[config.mk]
export PLATFORM = sky130hd
export DESIGN_NAME = arf_converter_ctrl
export DESIGN_NICKNAME = d
export VERILOG_FILES = /design/src/rtl/arf_pkg.sv /design/src/rtl/arf_route_buffer.sv /design/src/rtl/arf_result_format.sv /design/src/rtl/arf_converter_ctrl.sv
export SDC_FILE = /design/constraint.sdc
export NUM_CORES = 1
export LEC_CHECK = 0
export ABC_CLOCK_PERIOD_IN_PS = 2600
export BUFFER_PORTS_ARGS = -buffer_cell sky130_fd_sc_hd__buf_2
export CORE_UTILIZATION = 40
export DETAILED_ROUTE_END_ITERATION = 12
export PLACE_DENSITY_LB_ADDON = 0.1
export SLEW_MARGIN = 0
export SYNTH_ARGS = -nofsm -noshare
export SYNTH_HDL_FRONTEND = slang
export SYNTH_SLANG_ARGS = --single-unit
[constraint.sdc]
create_clock -name clock -period 2.6 [get_ports clock]
set_input_delay 0.52 -clock clock [delete_from_list [all_inputs] [get_ports clock]]
set_output_delay 0.52 -clock clock [all_outputs]
set_load 0.01 [all_outputs]
[src/rtl/arf_pkg.sv]
// constants, types and register map of the converter result/reference control block
// assumes an APB master in front and a converter core that signals completion
package arf_pkg;

	////////////////////////////////////////////////////////////////////////////
	// register byte offsets on the bus
	localparam logic [11:0] ARF_OFS_SELECT = 12'h07C;
	localparam logic [11:0] ARF_OFS_CONTROL = 12'h080;
	localparam logic [11:0] ARF_OFS_RES_LOW = 12'h084;
	localparam logic [11:0] ARF_OFS_RES_HIGH = 12'h088;
	localparam logic [11:0] ARF_OFS_IRQ_STAT = 12'h08C;
	localparam logic [11:0] ARF_OFS_IRQ_MASK = 12'h090;

	// select register layout and reset
	localparam int ARF_REF_MSB = 7;
	localparam int ARF_REF_LSB = 6;
	localparam int ARF_ALIGN_BIT = 5;
	localparam int ARF_CHAN_MSB = 4;
	localparam logic [7:0] ARF_SELECT_RESET = 8'h00;

	// control register bits: start on write, busy on read
	localparam int ARF_CTRL_START_BIT = 0;
	localparam int ARF_CTRL_BUSY_BIT = 1;

	// status/mask bit for the completion event
	localparam int ARF_IRQ_DONE_BIT = 0;
	localparam logic [0:0] ARF_IRQ_RESET = 1'h0;

	// result geometry
	localparam int ARF_RES_W = 10;
	localparam int ARF_DATA_W = 16;
	localparam int ARF_LEFT_SHIFT = ARF_DATA_W - ARF_RES_W;

	// channel codes that choose a differential pair
	localparam logic [4:0] ARF_DIFF_FIRST = 5'h08;
	localparam logic [4:0] ARF_DIFF_LAST = 5'h1D;

	// reference encodings
	localparam logic [1:0] ARF_REF_EXT_PIN = 2'h0;
	localparam logic [1:0] ARF_REF_SUPPLY = 2'h1;
	localparam logic [1:0] ARF_REF_INT_1V1 = 2'h2;
	localparam logic [1:0] ARF_REF_INT_2V56 = 2'h3;

	typedef enum logic [0:0] {ARF_IDLE, ARF_BUSY} arf_state_e;

	// captured conversion: kind and raw core code
	typedef struct packed {
		logic diff;
		logic [ARF_RES_W-1:0] code;
	} arf_result_s;

	// reference and channel as handed to the analog side
	typedef struct packed {
		logic [1:0] reference_field;
		logic [ARF_CHAN_MSB:0] channel_gain_field;
	} arf_route_s;

endpackage

[src/rtl/arf_route_buffer.sv]
// buffered reference/channel route toward the analog core
// assumes lock is high for the whole of a conversion
`timescale 1ns/1ps
module arf_route_buffer import arf_pkg::*; (
	// clock and reset
	input wire logic clock,
	input wire logic rst,
	// software copy and conversion lock
	input wire arf_route_s written,
	input wire logic lock,
	// route seen by the core
	output arf_route_s active
);

	arf_route_s next_active;

	// follow the written copy only while no conversion runs
	always_comb begin
		next_active = active;
		if (!lock) begin
			next_active = written;
		end
	end

	always_ff @(posedge clock) begin
		if (rst) begin
			// reset route is the select reset value without its alignment bit
			active.reference_field <= ARF_SELECT_RESET[ARF_REF_MSB:ARF_REF_LSB];
			active.channel_gain_field <= ARF_SELECT_RESET[ARF_CHAN_MSB:0];
		end else begin
			active <= next_active;
		end
	end

endmodule

[src/rtl/arf_result_format.sv]
// encoding and alignment of a stored result into the 16-bit data word
// purely combinational so alignment changes show at once
`timescale 1ns/1ps
module arf_result_format import arf_pkg::*; (
	// stored result and alignment choice
	input wire arf_result_s result,
	input wire logic left_align,
	// data register image
	output logic [ARF_DATA_W-1:0] data
);

	logic [ARF_RES_W-1:0] coded;

	// core gives offset binary for pairs; flipping the msb gives two's complement
	always_comb begin
		coded = result.code;
		if (result.diff) begin
			coded[ARF_RES_W-1] = ~result.code[ARF_RES_W-1];
		end
		if (left_align) begin
			data = {coded, {ARF_LEFT_SHIFT{1'b0}}};
		end else begin
			data = {{ARF_LEFT_SHIFT{1'b0}}, coded};
		end
	end

endmodule

[src/rtl/arf_converter_ctrl.sv]
// top: APB register file, conversion sequencing, result hold and interrupt
// assumes the core pulses conv_done once per conv_start with conv_code valid then
//
// The APB register port was left to the implementer.
`timescale 1ns/1ps
module arf_converter_ctrl import arf_pkg::*; #(
	parameter int ADDR_W = 12
) (
	// clock and reset
	input wire logic clock,
	input wire logic rst,
	// apb slave
	input wire logic psel,
	input wire logic penable,
	input wire logic pwrite,
	input wire logic [ADDR_W-1:0] paddr,
	input wire logic [31:0] pwdata,
	output logic [31:0] prdata,
	output logic pready,
	output logic pslverr,
	// converter core
	output logic conv_start,
	output arf_route_s conv_route,
	input wire logic conv_done,
	input wire logic [ARF_RES_W-1:0] conv_code,
	// interrupt
	output logic irq
);

	////////////////////////////////////////////////////////////////////////////
	// elaboration check: the map needs 12 address bits
	if (ADDR_W < 12) begin : g_bad_addr
		$error("ADDR_W must be at least 12");
	end

	// the result must fit the data word and reach into the high byte, or the sign bit is lost
	if (ARF_RES_W > ARF_DATA_W || ARF_RES_W <= ARF_DATA_W / 2) begin : g_bad_geom
		$error("result width does not fit the data word");
	end

	////////////////////////////////////////////////////////////////////////////
	// declarations
	logic [7:0] conversion_input_select;
	logic [7:0] next_select;
	arf_state_e state;
	arf_state_e next_state;
	logic next_conv_start;
	arf_result_s result;
	arf_result_s next_result;
	arf_result_s pending;
	arf_result_s next_pending;
	logic pending_valid;
	logic next_pending_valid;
	logic read_lock;
	logic next_read_lock;
	logic [0:0] irq_status;
	logic [0:0] next_irq_status;
	logic [0:0] irq_mask;
	logic [0:0] next_irq_mask;
	logic next_irq;
	logic [31:0] next_prdata;
	logic next_pready;
	logic next_pslverr;
	logic access;
	logic wr_en;
	logic rd_en;
	logic [11:0] addr;
	logic mapped;
	logic start_req;
	logic done_diff;
	logic update_now;
	logic low_take;
	logic [ARF_DATA_W-1:0] data_word;
	arf_route_s written_route;
	arf_route_s active_route;

	////////////////////////////////////////////////////////////////////////////
	// bus decode: answer on the second access cycle
	// only the low 12 address bits decode; higher bits alias the map
	assign addr = paddr[11:0];
	assign access = psel && penable && pready;
	assign wr_en = access && pwrite;
	assign rd_en = access && !pwrite;
	assign mapped = (addr == ARF_OFS_SELECT) || (addr == ARF_OFS_CONTROL) ||
		(addr == ARF_OFS_RES_LOW) || (addr == ARF_OFS_RES_HIGH) ||
		(addr == ARF_OFS_IRQ_STAT) || (addr == ARF_OFS_IRQ_MASK);

	// software copy of route fields
	assign written_route = {conversion_input_select[ARF_REF_MSB:ARF_REF_LSB],
		conversion_input_select[ARF_CHAN_MSB:0]};

	// start honoured only while idle; a start during a conversion is dropped
	assign start_req = wr_en && (addr == ARF_OFS_CONTROL) && pwdata[ARF_CTRL_START_BIT] && (state == ARF_IDLE);

	// pair kind follows the channel that was locked for this conversion
	assign done_diff = (active_route.channel_gain_field >= ARF_DIFF_FIRST) &&
		(active_route.channel_gain_field <= ARF_DIFF_LAST);

	// a low read locks from the cycle its byte is captured, so a completion landing
	// between capture and answer is parked instead of splitting the byte pair
	assign low_take = psel && penable && !pready && !pwrite && (addr == ARF_OFS_RES_LOW);

	////////////////////////////////////////////////////////////////////////////
	// submodules
	// route buffer locks while busy so a mid-conversion write waits for completion
	arf_route_buffer u_route (
		.clock(clock),
		.rst(rst),
		.written(written_route),
		.lock(state == ARF_BUSY),
		.active(active_route)
	);

	// alignment read live from the select register, not from any snapshot
	arf_result_format u_format (
		.result(result),
		.left_align(conversion_input_select[ARF_ALIGN_BIT]),
		.data(data_word)
	);

	////////////////////////////////////////////////////////////////////////////
	// select and mask registers
	// the alignment bit is not buffered: it reaches the data word right after the write
	always_comb begin
		next_select = conversion_input_select;
		next_irq_mask = irq_mask;
		if (wr_en && (addr == ARF_OFS_SELECT)) begin
			next_select = pwdata[7:0];
		end
		if (wr_en && (addr == ARF_OFS_IRQ_MASK)) begin
			next_irq_mask = pwdata[ARF_IRQ_DONE_BIT:ARF_IRQ_DONE_BIT];
		end
	end

	always_ff @(posedge clock) begin
		if (rst) begin
			conversion_input_select <= ARF_SELECT_RESET;
			irq_mask <= ARF_IRQ_RESET;
		end else begin
			conversion_input_select <= next_select;
			irq_mask <= next_irq_mask;
		end
	end

	////////////////////////////////////////////////////////////////////////////
	// conversion sequencing
	// a start during a conversion is dropped; software polls the busy bit first
	always_comb begin
		next_state = state;
		next_conv_start = 1'b0;
		case (state)
			ARF_IDLE: begin
				if (start_req) begin
					next_state = ARF_BUSY;
					next_conv_start = 1'b1;
				end
			end
			ARF_BUSY: begin
				if (conv_done) begin
					next_state = ARF_IDLE;
				end
			end
			default: begin
				next_state = ARF_IDLE;
			end
		endcase
	end

	always_ff @(posedge clock) begin
		if (rst) begin
			state <= ARF_IDLE;
			conv_start <= 1'b0;
			// reset route is the select reset value without its alignment bit
			conv_route.reference_field <= ARF_SELECT_RESET[ARF_REF_MSB:ARF_REF_LSB];
			conv_route.channel_gain_field <= ARF_SELECT_RESET[ARF_CHAN_MSB:0];
		end else begin
			state <= next_state;
			conv_start <= next_conv_start;
			conv_route <= active_route;
		end
	end

	////////////////////////////////////////////////////////////////////////////
	// result hold: a low read locks, a high read releases and lands a pending result
	always_comb begin
		next_result = result;
		next_pending = pending;
		next_pending_valid = pending_valid;
		next_read_lock = read_lock;
		update_now = 1'b0;
		if (low_take) begin
			next_read_lock = 1'b1;
		end
		if (rd_en && (addr == ARF_OFS_RES_HIGH)) begin
			next_read_lock = 1'b0;
			if (pending_valid) begin
				next_result = pending;
				next_pending_valid = 1'b0;
				update_now = 1'b1;
			end
		end
		if (conv_done && (state == ARF_BUSY)) begin
			// parked results do not set the flag; it rises when the high read lands them
			if ((read_lock || low_take) && !(rd_en && (addr == ARF_OFS_RES_HIGH))) begin
				next_pending.diff = done_diff;
				next_pending.code = conv_code;
				next_pending_valid = 1'b1;
			end else begin
				next_result.diff = done_diff;
				next_result.code = conv_code;
				next_pending_valid = 1'b0;
				update_now = 1'b1;
			end
		end
	end

	always_ff @(posedge clock) begin
		if (rst) begin
			result <= '0;
			pending <= '0;
			pending_valid <= 1'b0;
			read_lock <= 1'b0;
		end else begin
			result <= next_result;
			pending <= next_pending;
			pending_valid <= next_pending_valid;
			read_lock <= next_read_lock;
		end
	end

	////////////////////////////////////////////////////////////////////////////
	// completion flag: set with the result update, cleared by a status read, set wins
	// irq follows the status in the same cycle and the mask one cycle late; the output stays a plain flip-flop
	always_comb begin
		next_irq_status = irq_status;
		if (rd_en && (addr == ARF_OFS_IRQ_STAT)) begin
			next_irq_status = ARF_IRQ_RESET;
		end
		if (update_now) begin
			next_irq_status[ARF_IRQ_DONE_BIT] = 1'b1;
		end
		next_irq = |(next_irq_status & irq_mask);
	end

	always_ff @(posedge clock) begin
		if (rst) begin
			irq_status <= ARF_IRQ_RESET;
			irq <= 1'b0;
		end else begin
			irq_status <= next_irq_status;
			irq <= next_irq;
		end
	end

	////////////////////////////////////////////////////////////////////////////
	// bus answer: one wait cycle, error on an unmapped address
	// prdata keeps its last value between answers; a master must take it with pready only
	always_comb begin
		next_pready = psel && penable && !pready;
		next_pslverr = 1'b0;
		next_prdata = prdata;
		if (psel && penable && !pready) begin
			next_pslverr = !mapped;
			next_prdata = '0;
			case (addr)
				ARF_OFS_SELECT: begin
					next_prdata[7:0] = conversion_input_select;
				end
				ARF_OFS_CONTROL: begin
					next_prdata[ARF_CTRL_BUSY_BIT] = (state == ARF_BUSY);
				end
				ARF_OFS_RES_LOW: begin
					next_prdata[7:0] = data_word[7:0];
				end
				ARF_OFS_RES_HIGH: begin
					next_prdata[7:0] = data_word[ARF_DATA_W-1:8];
				end
				ARF_OFS_IRQ_STAT: begin
					next_prdata[ARF_IRQ_DONE_BIT] = irq_status[ARF_IRQ_DONE_BIT];
				end
				ARF_OFS_IRQ_MASK: begin
					next_prdata[ARF_IRQ_DONE_BIT] = irq_mask[ARF_IRQ_DONE_BIT];
				end
				default: begin
					next_prdata = '0;
				end
			endcase
		end
	end

	always_ff @(posedge clock) begin
		if (rst) begin
			prdata <= '0;
			pready <= 1'b0;
			pslverr <= 1'b0;
		end else begin
			prdata <= next_prdata;
			pready <= next_pready;
			pslverr <= next_pslverr;
		end
	end

endmodule

[After elaboration in Yosys (flattened, before gate mapping)]
Index checks and enable logic that the tools add are counted.
W data, S select, Z words.
Operators by class
  bitwise operators: 4
  eq/ne operators: 6
  muxes and demuxes: 21
  magnitude comparators: 2
  reductions and logical operators: 32
Operators with widths (count)
  $eq A12 B8 Y1 const B: 5
  $mux W11: 4
  $pmux W6 S3: 1
  $logic_and A1 B1 Y1: 17
  $mux W16: 1
  $eq A12 B7 Y1 const B: 1
  $mux W1: 12
  $logic_or A1 B1 Y1: 6
  $reduce_or A2 Y1: 3
  $ge A5 B4 Y1 const B: 1
  $le A5 B5 Y1 const B: 1
  $pmux W1 S5: 1
  $logic_not A1 Y1: 4
  $pmux W1 S4: 1
  $not A1 Y1: 3
  $pmux W1 S2: 1
  $reduce_and A2 Y1: 1
  $reduce_bool A2 Y1: 1
  $and A1 B1 Y1: 1
Storage, ports and cells
  register bits after elaboration: 61
  input bits: 60
  logic and storage cells: 84

[Longest topological paths before layout]
  depth after elaboration: 10
  mapped depth: 8

[Modules after synthesis]
From an unflattened synthesis, not the netlist that was laid out.
Unflattened totals
  cell total of the unflattened synthesis: 327
  area total of the unflattened synthesis: 3089.2 µm²
Modules (own cells, without submodules)
  arf_converter_ctrl: seq. area each 1081.0 µm², instances 1, area an instance 2675.1 µm², cells each 286
  arf_route_buffer: seq. area each 140.1 µm², instances 1, area an instance 247.7 µm², cells each 22
  arf_result_format: seq. area each 0.0 µm², instances 1, area an instance 166.4 µm², cells each 19

[Worst setup path after synthesis]
OpenSTA, ideal clock, no wires.
  path type: input port to flip-flop
  start: input paddr[9]
  end: register pending[2] (netlist bit)
  setup time: 0.116 ns
  stages: 6
  data required time: 2.484 ns
  arrival time: 2.383 ns
  path buffers: 1
  slack: 0.101 ns
  cells stage by stage: or4_4 -> or4_4 -> o21ba_4 -> buf_6 -> o311a_1 -> a31o_1
On the way
  word-level cells in the longest chain between the ends: 5
  elaborated cells between the ends (all ways): 8
Ends and longest elaborated chain
  start, declared: RTL line arf_converter_ctrl.sv:16  | input wire logic [ADDR_W-1:0] paddr,
  $eq A12 B8 Y1 (on tied branches): RTL line arf_converter_ctrl.sv:101, arf_converter_ctrl.sv:204
  $logic_and A1 B1 Y1 (on tied branches): RTL line arf_converter_ctrl.sv:101, arf_converter_ctrl.sv:204
  $logic_or A1 B1 Y1 / $logic_not A1 Y1 (equally long branches): RTL line arf_converter_ctrl.sv:204  | if ((read_lock || low_take) && !(rd_en && (addr == ARF_OFS_RES_HIGH))) begin
  $logic_and A1 B1 Y1 *: RTL line arf_converter_ctrl.sv:204
  $reduce_and A2 Y1 (no line) *
  end signal, assigned: RTL line arf_converter_ctrl.sv:225  | pending <= next_pending;
  end, declared: RTL line arf_converter_ctrl.sv:50  | arf_result_s pending;
Every way passes the cells marked *; elsewhere a longest branch is shown, timed or not.
A chain may end at the register's enable or synchronous reset.

[Worst setup path in the final report]
  start: input paddr[9]
  end: register pending[0] (netlist bit)
The elaborated chain is that of the path after synthesis.

==> run metrics <==
outcome=completed; r2r startpoint=pready; maxcap violations=0; hold_sp=pwdata[3]; Finished Cell Area=between 0.003 and 0.004 mm²; hold buffer count at cts=0; Worst-Margin Slew=0.527 ns; crit path buf inv count=2; flops & latches, synth=61; Synth top cells by count=dfxtp_1, nand2_1, a21oi_1, buf_4, clkbuf_1; Clk network pwr share=0.497; mean post-synth cell area=just under 9 µm²; pre-CTS WS=-0.0397 ns; prevailing post-synth register cell=dfxtp_1; postcts setup bufs=0; Clock Skews=0.00794 ns; Startpoint Class=input pin; M1 GR Usage=0.254; Post-DRT Antenna Nets=0; final setup margin=0.308 ns; Worst-path clk slew=0.07 ns; clock period minus worst slack=2.29 ns; initial drt markers=164; sw frac=0.216; clock sinks=61; TritonCTS buffer count=9; met2 GRT Util=0.310; register area=0.00122 mm²; Flop pwr share=0.449; cell taking the most area after synthesis=dfxtp_1; final worst-path cycle share=0.882; Worst path most repeated cell=or4_4; Crit Path Class=input pin to register; first-pass GRT wire length=11500 µm; I/O Pins=103; core box area=0.00725 mm²; post-synthesis cell type count=51; standby leakage power=about 1.4 nW; Cells after Synth=345; hold crit path type=input pin to register; crit-path cells=buf_2, or4_4, or4_4, o21ba_4, nor3_1, buf_4, a31o_2; clk buf depth=2; Avg WL per Cell=13.4 µm; Synth Warn #=0; Seq/Total Area, Yosys=0.408; Final Hold Fails=0; worst hold slack=0.416 ns; share of layout cells above drive strength 1=0.257; Skew-Pair Late Insertion Delay=0.34 ns; Die Wd=88.5 µm; number of synthesized flops with an enable pin=0; First-pass DRT Iterations=6; Worst Setup End Kind=register; Rel. slew slack=0.649; Area growth syn-to-layout=20.4%; DR vias=~2600; CTS root buffer=clkbuf_8; Filler cells=730; DR vias/cell=roughly 5.1; CTS-repair resized insts=0; Comb pwr share=0.054; total negative slack=0 ns; crit path launch=paddr[9]; setup violators final=0; CP max stage delay=0.55 ns; Power Total=2.09 mW; Initial Util=0.413; pin count of the biggest net entering global routing=53; Slew Viols, Final=0; fmax=436 MHz; initial antenna violation count=0; DRC=0; kind of cell adding the most delay to the critical path=simple AND/OR/NAND/NOR gates; All-Layer GR Usage=0.193; routed wire length=6870 µm; synth top area cells=dfxtp_1, nand2_1, buf_4; Std-Cell Rows=31; CTS tree=built; met3 Use GR=0.0513; DP HPWL=roughly 5100 µm; VDD IR max=~0.00039 V; count leader, synth=dfxtp_1; Pint=between 1.5 and 2 mW; pwr dens=579 mW/mm²; Mapped Area=0.00300 mm²; Die Y=88.5 µm; Crit Path Max Fanout=12; PortBufs=54; Yosys top cell area share=0.408; Placer Congestion=0.811; Critical Path AT=2.58 ns; sw power=450 µW; Placed Area=roughly 0.0034 mm²; ys async rst share=0; RSZ-0062 raised after global routing=no; Ant. Diodes=0; H-tree levels=3; area of the multi-input gates=between 0.0015 and 0.002 mm²; Worst path slowest cell=or4_4; Critical Path RT=2.89 ns; NumNets Final=467; global routing's busiest layer=met2; area of the die=0.00784 mm²; global route overflow=0; number of global-route vias before repair=~2300
-- sequential cells by signal (all words and copies together) (netlist names) --
register	flops
pending	11
conv_route	7
prdata	8
pready	1
irq_status	1
state	1
read_lock	1
pslverr	1
pending_valid	1
irq	1
irq_mask	1
result	11
conversion_input_select	8
conv_start	1
u_route.active	7
-- routing by layer --
metal	up-vias	routed length, µm
met1	1178	3310
met4	0	66
met2	64	3180
met5	-	0
li1	1334	-
met3	8	309
-- worst paths after layout --
check                                             endpoint  slack, ns  depth (start not counted)
worst max-delay path                            pending[0]       0.31                          7
worst max register to register                  pending[0]       0.62                          6
worst min register to register               conv_route[5]       0.47                          1
worst min-delay path            conversion_input_select[3]       0.42                          3
-- layout by cell type, fill, tap and decap left out, types with 2 or more instances in the layout --
master,n
or4_4,2
a31o_1,9
nand2_1,60
a21oi_1,34
buf_4,22
nand4_1,5
a221oi_1,4
buf_2,54
conb_1,24
nor3_1,6
nor2b_1,8
bufinv_16,3
a22oi_1,2
nand2b_1,2
nand3b_1,5
a311oi_1,15
clkbuf_8,10
o311a_1,9
nand3_1,3
clkinvlp_4,2
mux2i_1,11
and2_1,3
nand4b_1,3
inv_1,4
a31oi_1,3
or3_1,2
a21o_1,2
nor4_1,6
nor4b_1,2
nor2_1,14
dfxtp_1,61
-- power groups by stage --
| stage | Combinational, mW | Clock [mW] | Sequential (mW) |
|---|---|---|---|
| after floorplan | 0.0823 | 0 | 0.960 |
| after global placement | 0.111 | 0 | 0.959 |
| after detailed placement | 0.112 | 0 | 0.959 |
| after CTS | 0.112 | 1.06 | 0.938 |
| after global routing | 0.127 | 1.10 | 0.937 |
| final | 0.112 | 1.04 | 0.938 |
-- final cells by class --
class                           instances  share of cell area
Clock buffer                           10              0.0382
Sequential cell                        61               0.339
Timing Repair Buffer                   77               0.126
Clock inverter                          6              0.0305
Inverter                                4             0.00416
Multi-Input combinational cell        254               0.428
Tap cell                               99              0.0343
-- per-stage QoR --
stage / util / instances
5_1_grt: 0.497 / 511
4_1_cts: 0.497 / 511
3_3_place_gp: 0.463 / 495
2_1_floorplan: - / 368
3_5_place_dp: 0.463 / 495
6_report: 0.497 / 511
-- cell families after synthesis --
logic type | after synthesis | synth area share
xor gates and xnor gates | 1 | 0.00292
muxes | 12 | 0.0405
other | 1 | 0.00125
and+or+nand+nor | 130 | 0.230
AOI/OAI and AO/OA | 87 | 0.212
DFF | 61 | 0.408
buffers and inverters | 53 | 0.106
-- worst register-to-register path, cell delays in order, from the launching register on --
cell and delay [ns]:
dfxtp_1 0.34, nand3b_1 0.18, or3b_2 0.50, o21ba_4 0.29, nor3_1 0.22, buf_4 0.23
a31o_2 0.16
(Power assumes the default switching activity.)
